===== src/hdl/dcp_pkg.sv =====
// Constants and carrier types for the converter clock-path control block.
// Assumes a single REF_CLK domain and an APB master with 32-bit data.
package dcp_pkg;
    // APB request bundle, driven by the master
    typedef struct packed {
        logic        psel;
        logic        penable;
        logic        pwrite;
        logic [11:0] paddr;
        logic [31:0] pwdata;
    } dcp_apb_req_s;

    // Register byte offsets
    localparam logic [11:0] CTRL_OFS = 12'h000;
    localparam logic [11:0] LOOP_OFS = 12'h004;
    localparam logic [11:0] STAT_OFS = 12'h008;
    localparam logic [11:0] SCNT_OFS = 12'h00C;

    // CTRL bit positions
    localparam int LOOP_EN_BIT = 0;
    localparam int SLEEP_BIT   = 1;
    localparam int BUF_EN_BIT  = 2;

    // LOOP field positions
    localparam int P_LSB   = 0;
    localparam int M_LSB   = 8;
    localparam int VCO_LSB = 16;
    localparam int CP_LSB  = 24;

    // STATUS field positions
    localparam int ST_MODE_LSB = 0;
    localparam int ST_CP_LSB   = 2;
    localparam int ST_DIV_LSB  = 8;
    localparam int ST_RANGE    = 20;
    localparam int ST_FILTER   = 21;

    // Reset values
    localparam logic       LOOP_EN_RST = 1'b0;
    localparam logic       SLEEP_RST   = 1'b1;
    localparam logic       BUF_EN_RST  = 1'b1;
    localparam logic [2:0] P_RST       = 3'h4;
    localparam logic [7:0] M_RST       = 8'h04;
    localparam logic [5:0] VCO_RST     = 6'h20;
    localparam logic [1:0] CP_RST      = 2'h1;

    // Charge-pump codes
    localparam logic [1:0] CP_SINGLE_CODE = 2'h1;
    localparam logic [1:0] CP_DOUBLE_CODE = 2'h3;

    // Overall loop division limits
    localparam logic [10:0] DIV_MIN    = 11'd24;
    localparam logic [10:0] DIV_MAX    = 11'd480;
    localparam logic [10:0] DIV_FILTER = 11'd120;

    // Pin bit positions inside the synchroniser vector
    localparam int PIN_CONV   = 0;
    localparam int PIN_WCLK   = 1;
    localparam int PIN_FRAME  = 2;
    localparam int PIN_SYNC   = 3;
    localparam int PIN_STROBE = 4;
    localparam int PIN_CTL    = 5;

    // Read pointer start, ahead of the write pointer for margin
    localparam int RPTR_RST = 4;

    typedef enum logic [1:0] {
        CLK_DIRECT       = 2'b00,
        CLK_LOOP         = 2'b01,
        CLK_LOOP_ASLEEP  = 2'b10,
        CLK_DIRECT_AWAKE = 2'b11
    } dcp_clk_mode_e;
endpackage


===== src/hdl/dcp_top.sv =====
// Clock-path and loop configuration control with input word handoff.
// Assumes pins are asynchronous to REF_CLK and an APB master drives APB_REQ.
`timescale 1ns/1ps
module dcp_top #(
    parameter int W     = 16,
    parameter int DEPTH = 8
) (
    input  wire logic                 REF_CLK,
    input  wire logic                 RST_N,
    input  wire dcp_pkg::dcp_apb_req_s APB_REQ,
    output logic [31:0]               PRDATA,
    output logic                      PREADY,
    output logic                      PSLVERR,
    input  wire logic                 CONVERTER_CLOCK_IN,
    input  wire logic                 INPUT_WORD_CLOCK,
    input  wire logic [W-1:0]         WORD_IN,
    input  wire logic                 FRAME_IN,
    input  wire logic                 SYNC_IN,
    input  wire logic                 STROBE_IN,
    output logic                      SEL_LOOP_CLK,
    output logic                      LOOP_PWRDN,
    output logic [2:0]                VCO_PRESCALE,
    output logic [7:0]                REF_DIVIDE,
    output logic [5:0]                VCO_COARSE,
    output logic                      CP_SINGLE,
    output logic                      CP_DOUBLE,
    output logic                      OUTPUT_STROBE,
    output logic [W-1:0]              WORD_OUT,
    output logic                      WORD_VALID,
    output logic                      FRAME_OUT,
    output logic                      SYNC_OUT
);
    import dcp_pkg::*;

    localparam int PIN_W = PIN_CTL + W;
    localparam int PTR_W = $clog2(DEPTH);
    localparam logic [PTR_W-1:0] RPTR_START = PTR_W'(RPTR_RST);

    typedef struct packed {
        logic [PIN_W-1:0]            s1;
        logic [PIN_W-1:0]            s2;
        logic [PIN_W-1:0]            s3;
        logic [PIN_W-1:0]            lvl;
        logic                        loop_en;
        logic                        sleep;
        logic                        buf_en;
        logic [2:0]                  p;
        logic [7:0]                  m;
        logic [5:0]                  vco;
        logic [1:0]                  cp;
        logic                        cp_sgl;
        logic                        cp_dbl;
        logic [7:0]                  fb_cnt;
        logic                        strobe;
        logic [15:0]                 strobe_cnt;
        logic [PTR_W-1:0]            wptr;
        logic [PTR_W-1:0]            rptr;
        logic [DEPTH-1:0][W-1:0]     mem;
        logic [W-1:0]                word_out;
        logic                        word_vld;
        logic                        frame_out;
        logic                        sync_out;
        logic [31:0]                 prdata;
        logic                        pready;
        logic                        pslverr;
    } dcp_state_s;

    dcp_state_s state_reg;
    dcp_state_s state_next;

    function automatic logic [PTR_W-1:0] ptr_inc(input logic [PTR_W-1:0] p);
        ptr_inc = (p == PTR_W'(DEPTH - 1)) ? '0 : p + 1'b1;
    endfunction

    function automatic logic [10:0] div_product(input logic [2:0] p, input logic [7:0] m);
        div_product = 11'(p) * 11'(m);
    endfunction

    logic [PIN_W-1:0] pins;
    logic [PIN_W-1:0] rise;
    logic [W-1:0]     data_now;
    logic [7:0]       mdiv;
    logic [10:0]      product;
    logic             loop_run;
    logic             conv_edge;
    logic             word_edge;
    logic             ext_strobe;
    logic             setup;
    logic             wr_done;
    dcp_clk_mode_e    mode;

    assign pins     = {WORD_IN, STROBE_IN, SYNC_IN, FRAME_IN, INPUT_WORD_CLOCK,
                       CONVERTER_CLOCK_IN};
    assign data_now = state_reg.lvl[PIN_W-1:PIN_CTL];
    assign mdiv     = (state_reg.m == 8'h00) ? 8'h01 : state_reg.m;
    assign product  = div_product(state_reg.p, state_reg.m);
    assign loop_run = state_reg.loop_en & ~state_reg.sleep;
    assign setup    = APB_REQ.psel & ~APB_REQ.penable;
    assign wr_done  = APB_REQ.psel & APB_REQ.penable & state_reg.pready & APB_REQ.pwrite;

    always_comb begin
        state_next = state_reg;
        // Change counts only once stages two and three agree
        state_next.s1 = pins;
        state_next.s2 = state_reg.s1;
        state_next.s3 = state_reg.s2;
        for (int i = 0; i < PIN_W; i++) begin
            if (state_reg.s2[i] == state_reg.s3[i]) begin
                state_next.lvl[i] = state_reg.s3[i];
            end
        end
        rise       = state_next.lvl & ~state_reg.lvl;
        conv_edge  = rise[PIN_CONV];
        word_edge  = rise[PIN_WCLK];
        ext_strobe = rise[PIN_STROBE];

        case ({state_reg.sleep, state_reg.loop_en})
            2'b00: mode = CLK_DIRECT_AWAKE;
            2'b01: mode = CLK_LOOP;
            2'b10: mode = CLK_DIRECT;
            2'b11: mode = CLK_LOOP_ASLEEP;
            default: mode = CLK_DIRECT;
        endcase

        // Strobe source
        state_next.strobe = 1'b0;
        if (state_reg.loop_en) begin
            if (!loop_run) begin
                state_next.fb_cnt = 8'h00;
            end else if (conv_edge) begin
                if (state_reg.fb_cnt >= mdiv - 8'h01) begin
                    state_next.fb_cnt = 8'h00;
                    state_next.strobe = 1'b1;
                end else begin
                    state_next.fb_cnt = state_reg.fb_cnt + 8'h01;
                end
            end
        end else begin
            state_next.fb_cnt = 8'h00;
            state_next.strobe = ext_strobe;
        end
        if (state_next.strobe) begin
            state_next.strobe_cnt = state_reg.strobe_cnt + 16'h0001;
        end

        // Word handoff
        state_next.word_vld  = 1'b0;
        state_next.frame_out = 1'b0;
        state_next.sync_out  = 1'b0;
        if (word_edge) begin
            state_next.word_vld = 1'b1;
            if (state_reg.buf_en) begin
                state_next.mem[state_reg.wptr] = data_now;
                state_next.word_out  = state_reg.mem[state_reg.rptr];
                state_next.wptr      = ptr_inc(state_reg.wptr);
                state_next.rptr      = ptr_inc(state_reg.rptr);
                state_next.frame_out = state_reg.lvl[PIN_FRAME];
                state_next.sync_out  = state_reg.lvl[PIN_SYNC];
            end else begin
                state_next.word_out = data_now;
            end
        end
        // Pointer realignment, only while the buffer is in use
        if (state_reg.buf_en) begin
            if (rise[PIN_FRAME] | rise[PIN_SYNC]) begin
                state_next.wptr = '0;
            end
            if (state_next.strobe) begin
                state_next.rptr = RPTR_START;
            end
        end

        // APB: registered answer, one wait-free access phase
        state_next.pready  = setup & ~state_reg.pready;
        state_next.pslverr = 1'b0;
        state_next.prdata  = 32'h0000_0000;
        if (setup) begin
            case (APB_REQ.paddr)
                CTRL_OFS: begin
                    state_next.prdata[LOOP_EN_BIT] = state_reg.loop_en;
                    state_next.prdata[SLEEP_BIT]   = state_reg.sleep;
                    state_next.prdata[BUF_EN_BIT]  = state_reg.buf_en;
                end
                LOOP_OFS: begin
                    state_next.prdata[P_LSB+:3]   = state_reg.p;
                    state_next.prdata[M_LSB+:8]   = state_reg.m;
                    state_next.prdata[VCO_LSB+:6] = state_reg.vco;
                    state_next.prdata[CP_LSB+:2]  = state_reg.cp;
                end
                STAT_OFS: begin
                    state_next.prdata[ST_MODE_LSB+:2] = mode;
                    state_next.prdata[ST_CP_LSB+:2]   = {state_reg.cp_dbl, state_reg.cp_sgl};
                    state_next.prdata[ST_DIV_LSB+:11] = product;
                    // Guidance flags only; software owns the choice
                    state_next.prdata[ST_RANGE]  = (product < DIV_MIN) | (product > DIV_MAX);
                    state_next.prdata[ST_FILTER] = (product > DIV_FILTER) & ~state_reg.cp_dbl;
                end
                SCNT_OFS: begin
                    state_next.prdata[15:0] = state_reg.strobe_cnt;
                end
                default: begin
                    state_next.pslverr = 1'b1;
                end
            endcase
        end
        if (wr_done) begin
            case (APB_REQ.paddr)
                CTRL_OFS: begin
                    state_next.loop_en = APB_REQ.pwdata[LOOP_EN_BIT];
                    state_next.sleep   = APB_REQ.pwdata[SLEEP_BIT];
                    state_next.buf_en  = APB_REQ.pwdata[BUF_EN_BIT];
                end
                LOOP_OFS: begin
                    state_next.p   = APB_REQ.pwdata[P_LSB+:3];
                    state_next.m   = APB_REQ.pwdata[M_LSB+:8];
                    state_next.vco = APB_REQ.pwdata[VCO_LSB+:6];
                    state_next.cp  = APB_REQ.pwdata[CP_LSB+:2];
                end
                default: begin
                    state_next.cp = state_next.cp;
                end
            endcase
        end
        // Codes 00 and 10 leave the pump off
        state_next.cp_sgl = (state_next.cp == CP_SINGLE_CODE);
        state_next.cp_dbl = (state_next.cp == CP_DOUBLE_CODE);
    end

    always_ff @(posedge REF_CLK or negedge RST_N) begin
        if (!RST_N) begin
            state_reg         <= '0;
            state_reg.loop_en <= LOOP_EN_RST;
            state_reg.sleep   <= SLEEP_RST;
            state_reg.buf_en  <= BUF_EN_RST;
            state_reg.p       <= P_RST;
            state_reg.m       <= M_RST;
            state_reg.vco     <= VCO_RST;
            state_reg.cp      <= CP_RST;
            state_reg.cp_sgl  <= 1'b1;
            state_reg.rptr    <= RPTR_START;
        end else begin
            state_reg <= state_next;
        end
    end

    assign PRDATA        = state_reg.prdata;
    assign PREADY        = state_reg.pready;
    assign PSLVERR       = state_reg.pslverr;
    assign SEL_LOOP_CLK  = state_reg.loop_en;
    assign LOOP_PWRDN    = state_reg.sleep;
    assign VCO_PRESCALE  = state_reg.p;
    assign REF_DIVIDE    = state_reg.m;
    assign VCO_COARSE    = state_reg.vco;
    assign CP_SINGLE     = state_reg.cp_sgl;
    assign CP_DOUBLE     = state_reg.cp_dbl;
    assign OUTPUT_STROBE = state_reg.strobe;
    assign WORD_OUT      = state_reg.word_out;
    assign WORD_VALID    = state_reg.word_vld;
    assign FRAME_OUT     = state_reg.frame_out;
    assign SYNC_OUT      = state_reg.sync_out;

    logic [PTR_W-1:0] wptr_now;
    logic [7:0]       cnt_now;
    assign wptr_now = state_reg.wptr;
    assign cnt_now  = state_reg.fb_cnt;
endmodule


===== config.mk =====
export PLATFORM = sky130hd
export DESIGN_NAME = dcp_top
export DESIGN_NICKNAME = d
export VERILOG_FILES = /design/src/hdl/dcp_pkg.sv /design/src/hdl/dcp_top.sv
export SDC_FILE = /design/constraint.sdc
export NUM_CORES = 1
export LEC_CHECK = 0
export BUFFER_PORTS_ARGS = -buffer_cell sky130_fd_sc_hd__buf_2
export CAP_MARGIN = 5
export CELL_PAD_IN_SITES_DETAIL_PLACEMENT = 1
export CELL_PAD_IN_SITES_GLOBAL_PLACEMENT = 1
export CORE_ASPECT_RATIO = 2
export CORE_MARGIN = 1.5
export CORE_UTILIZATION = 35
export DETAILED_ROUTE_END_ITERATION = 10
export GPL_TIMING_DRIVEN = 1
export HOLD_SLACK_MARGIN = 0.1
export PLACE_DENSITY = 0.64
export SLEW_MARGIN = 40
export SYNTH_ARGS = -nofsm -noshare
export SYNTH_HDL_FRONTEND = slang
export SYNTH_SLANG_ARGS = --single-unit

===== constraint.sdc =====
create_clock -name REF_CLK -period 4 [get_ports REF_CLK]
set_input_delay 0.4 -clock REF_CLK [delete_from_list [all_inputs] [get_ports REF_CLK]]
set_output_delay 0.4 -clock REF_CLK [all_outputs]
set_load 0.02 [all_outputs]

==> impl_metrics.yaml <==
layout:
  final_core_util_pct: 40.7
  post_layout_nonfiller_instances: 1720
  final_cell_mix: "sky130_fd_sc_hd__dfrtp_1 (302), sky130_fd_sc_hd__mux2_2 (157), sky130_fd_sc_hd__buf_2 (122)"
  most_common_library_cell_in_the_layout_ignoring_fill_and_taps: "sky130_fd_sc_hd__dfrtp_1"
  final_layout_size_suffix_gt1_share_pct: 34.6
  flow.area_growth_from_synthesis_pct: 15.3
  finish.net_count: 1274
  final_standard_cell_area_without_fillers_sq_um: 16300
  antenna_cells_inserted: 0
worst_setup_path:
  path_delay_family: "adder cells"
  timing.critical_path.slowest_stage_cell: "sky130_fd_sc_hd__dfstp_2"
  timing.critical_path.slowest_cell_delay_ns: 0.71
  end_kind: "flip-flop"
  worst-endpoint-arrival_ns: 4.16
  crit_path_max_fanout: 11
  path_cells: "and2_1, fa_1, ha_1, fa_1, a21o_1, a21oi_1, xor2_1, o31ai_1, a2111oi_1, buf_4, o41ai_1"
  worstPathBufferInverterCount: 1
  timing.setup.critical_path_class: "reg2reg"
  crit_path_frequent_cell: "sky130_fd_sc_hd__fa_1"
  cp.required_ns: 4.42
  timing.critical_path.from_type: "flip-flop"
die:
  start_util_pct: 35.3
  rows: 104
  dieArea_sq_um: 41700
  die_w_um: 145
  floorplan.io_pins: 145
  placeableCoreArea_sq_um: 40100
  chipHeight_um: 287
clock_tree:
  clock_tree.htree_level_count: 1
  cts_setup_buffers: 0
  cts_max_path_buffers: 3
  cts_tree: "done"
  cts-hold-fix-buffers: 41
  cts-buffers-inserted: 30
  clock-sinks: 312
  worst_setup_hold_path_clk_slew_ns: 0.06
  cts_root_buf: "sky130_fd_sc_hd__clkbuf_16"
  cts_resized: 0
  worst_skew_pair.late_latency_ns: 0.57
timing:
  worstMarginPinSlew_ns: 0.829
  maxClockFrequency_ghz: 0.267
  skew_ns: 0.0163
  rsz_0062_raised_after_global_routing: "false"
  finalHoldViolations: 0
  worst_slack_ns: 0.259
  totalNegativeSetupSlack_ns: 0
  final-max-slew-violation-count: 0
  period_share_pct: 93.5
  min_period_ns: 3.74
  timing.max_slew.rel_slack_pct: 44.3
  setup_violations: 0
logic_synthesis:
  synth_top_area_cell: "sky130_fd_sc_hd__dfrtp_1"
  synthDominantCellAreaShare_pct: 53.8
  synthCells: 1076
  post_synth_instance_area_sq_um: 14100
  number_of_flops_mapped_to_enable_cells_by_yosys: 0
  dominant_synthesized_flop_cell: "sky130_fd_sc_hd__dfrtp_1"
  synth_async_sr_flop_share_pct: 100
  yosysSeqAreaShare_pct: 55.3
  yosys_register_bits: 312
  ys_top_cells_by_area: "sky130_fd_sc_hd__dfrtp_1 (54%), sky130_fd_sc_hd__mux2_2 (13%), sky130_fd_sc_hd__mux4_2 (5.3%), sky130_fd_sc_hd__buf_4 (3.7%), sky130_fd_sc_hd__ha_1 (2.4%)"
  syn-mean-instance-area_sq_um: 13.1
  synth.distinct_cells: 74
  synth_warnings: 0
run:
  drv.max_cap_violation_count: 0
global_route:
  global_route.peak_usage_layer: "met2"
  grt_util_met2_pct: 33.6
  via_count_of_the_first_global_routing_pass: 9699
  gr-usage-all-layers_pct: 16.8
  grt.met1_usage_pct: 17.7
  antenna_found_initial: 0
  grt.met3_usage_pct: 1.90
  grt_first_pass_wirelength_mm: 54.7
  maximum_number_of_pins_on_one_net_before_global_route_repair: 102
  overflow: 0
place:
  place_hpwl_mm: 23.5
  routability_congestion_estimate_from_global_placement: 0.828
  detailedPlace.worstSlack_ns: 0.258
  port_buffers: 123
  detailed_place.area_sq_um: 14900
  placed_cells: 1627
route:
  routed-via-count: 8441
  antenna_left: 0
  detail_route.vias_per_cell: 4.91
  routed_wire_length_mm: 33.6
  detailedRoute.firstIterationViolations: 276
  drt_pre_antenna_iters: 4
  post-route-drc-count: 0
  routed_wire_length_per_instance_um: 19.5
pwr:
  vdd_ir_drop_max_mv: 0.286
  power_density_nw_per_um2: 410
  leakage_uw: 0.00781
status:
  run_status: "finished clean"
hold_path:
  timing.hold.worst.class: "in2reg"
## kinds of logic (layout without fill, tap and decap cells)
group	after synthesis	after routing	share of synthesized area (%)
AOI/OAI and AO/OA	106	106	4.60
xor gates and xnor gates	24	24	1.49
adders and majority gates	55	55	4.87
buffers and inverters	149	256	6.23
DFF	312	312	55.3
muxes	209	209	19.1
other	1	8	0.0265
and+or+nand+nor	220	220	8.33
## worst reg2reg max path: stages (launching register included)
cell	delay (ns)
sky130_fd_sc_hd__dfstp_2	0.71
sky130_fd_sc_hd__and2_1	0.22
sky130_fd_sc_hd__fa_1	0.40
sky130_fd_sc_hd__ha_1	0.25
sky130_fd_sc_hd__fa_1	0.45
sky130_fd_sc_hd__a21o_1	0.25
sky130_fd_sc_hd__a21oi_1	0.18
sky130_fd_sc_hd__xor2_1	0.32
sky130_fd_sc_hd__o31ai_1	0.13
sky130_fd_sc_hd__a2111oi_1	0.40
sky130_fd_sc_hd__buf_4	0.23
sky130_fd_sc_hd__o41ai_1	0.07
## worst paths after layout
kind,slack (ns),depth (start not counted),end,from
max reg2reg,0.26,11,PRDATA[21]$_DFF_PN0_,VCO_PRESCALE[2]$_DFFE_PN1P_
min in group asynchronous,0.39,2,async pin,RST_N
min,0.13,3,PSLVERR$_DFF_PN0_,APB_REQ[46]
max,0.26,11,PRDATA[21]$_DFF_PN0_,VCO_PRESCALE[2]$_DFFE_PN1P_
min reg2reg,0.34,0,state_next[269]$_DFF_PN0_,state_next[290]$_DFF_PN0_
max in group asynchronous,2.63,3,state_next[285]$_DFF_PN0_,RST_N
## where the power goes
group | switching, uW | leakage [uW] | internal [uW]
Sequential | 117 | 0.00409 | 3270
Combinational | 216 | 0.00321 | 145
Clock | 1190 | 0.000500 | 1750
Total | 1530 | 0.00781 | 5160
## per-layer routing
layer	vias to the layer above	part of all wire (%)	routed length, um
li1	3876	-	-
met1	4379	36	12200
met2	138	58	19300
met3	48	2.8	956
met4	0	3.3	1110
met5	-	0	0
## synth_stat cells (11+ instances only)
master / instances
sky130_fd_sc_hd__nand2_1: 81
sky130_fd_sc_hd__dfrtp_1: 304
sky130_fd_sc_hd__mux4_2: 33
sky130_fd_sc_hd__ha_1: 27
sky130_fd_sc_hd__o21ai_0: 52
sky130_fd_sc_hd__buf_4: 69
sky130_fd_sc_hd__mux2i_1: 18
sky130_fd_sc_hd__inv_1: 17
sky130_fd_sc_hd__xor2_1: 18
sky130_fd_sc_hd__maj3_1: 21
sky130_fd_sc_hd__nor3_1: 11
sky130_fd_sc_hd__mux2_2: 157
sky130_fd_sc_hd__buf_2: 15
sky130_fd_sc_hd__a21oi_1: 17
sky130_fd_sc_hd__clkbuf_1: 37
sky130_fd_sc_hd__nor2_1: 35
sky130_fd_sc_hd__nand3_1: 20
sky130_fd_sc_hd__and2_1: 16
## per-stage QoR
step                      total power [uW]  hold WS, ns
after floorplan                       3640        0.104
after detailed placement              3790        0.336
final                                 6690        0.132
after global routing                  6970        0.123
after global placement                3770        0.332
after CTS                             6830        0.101
## layout make-up
type	instances	area, sq um
Fill cell	4272	23800
Sequential cell	312	7820
Multi-Input combinational cell	622	5470
Timing Repair Buffer	186	1250
Clock buffer	44	905
Tap cell	530	663
Clock inverter	8	120
Inverter	18	72.6
No activity file was read; power rests on OpenSTA's default activity.
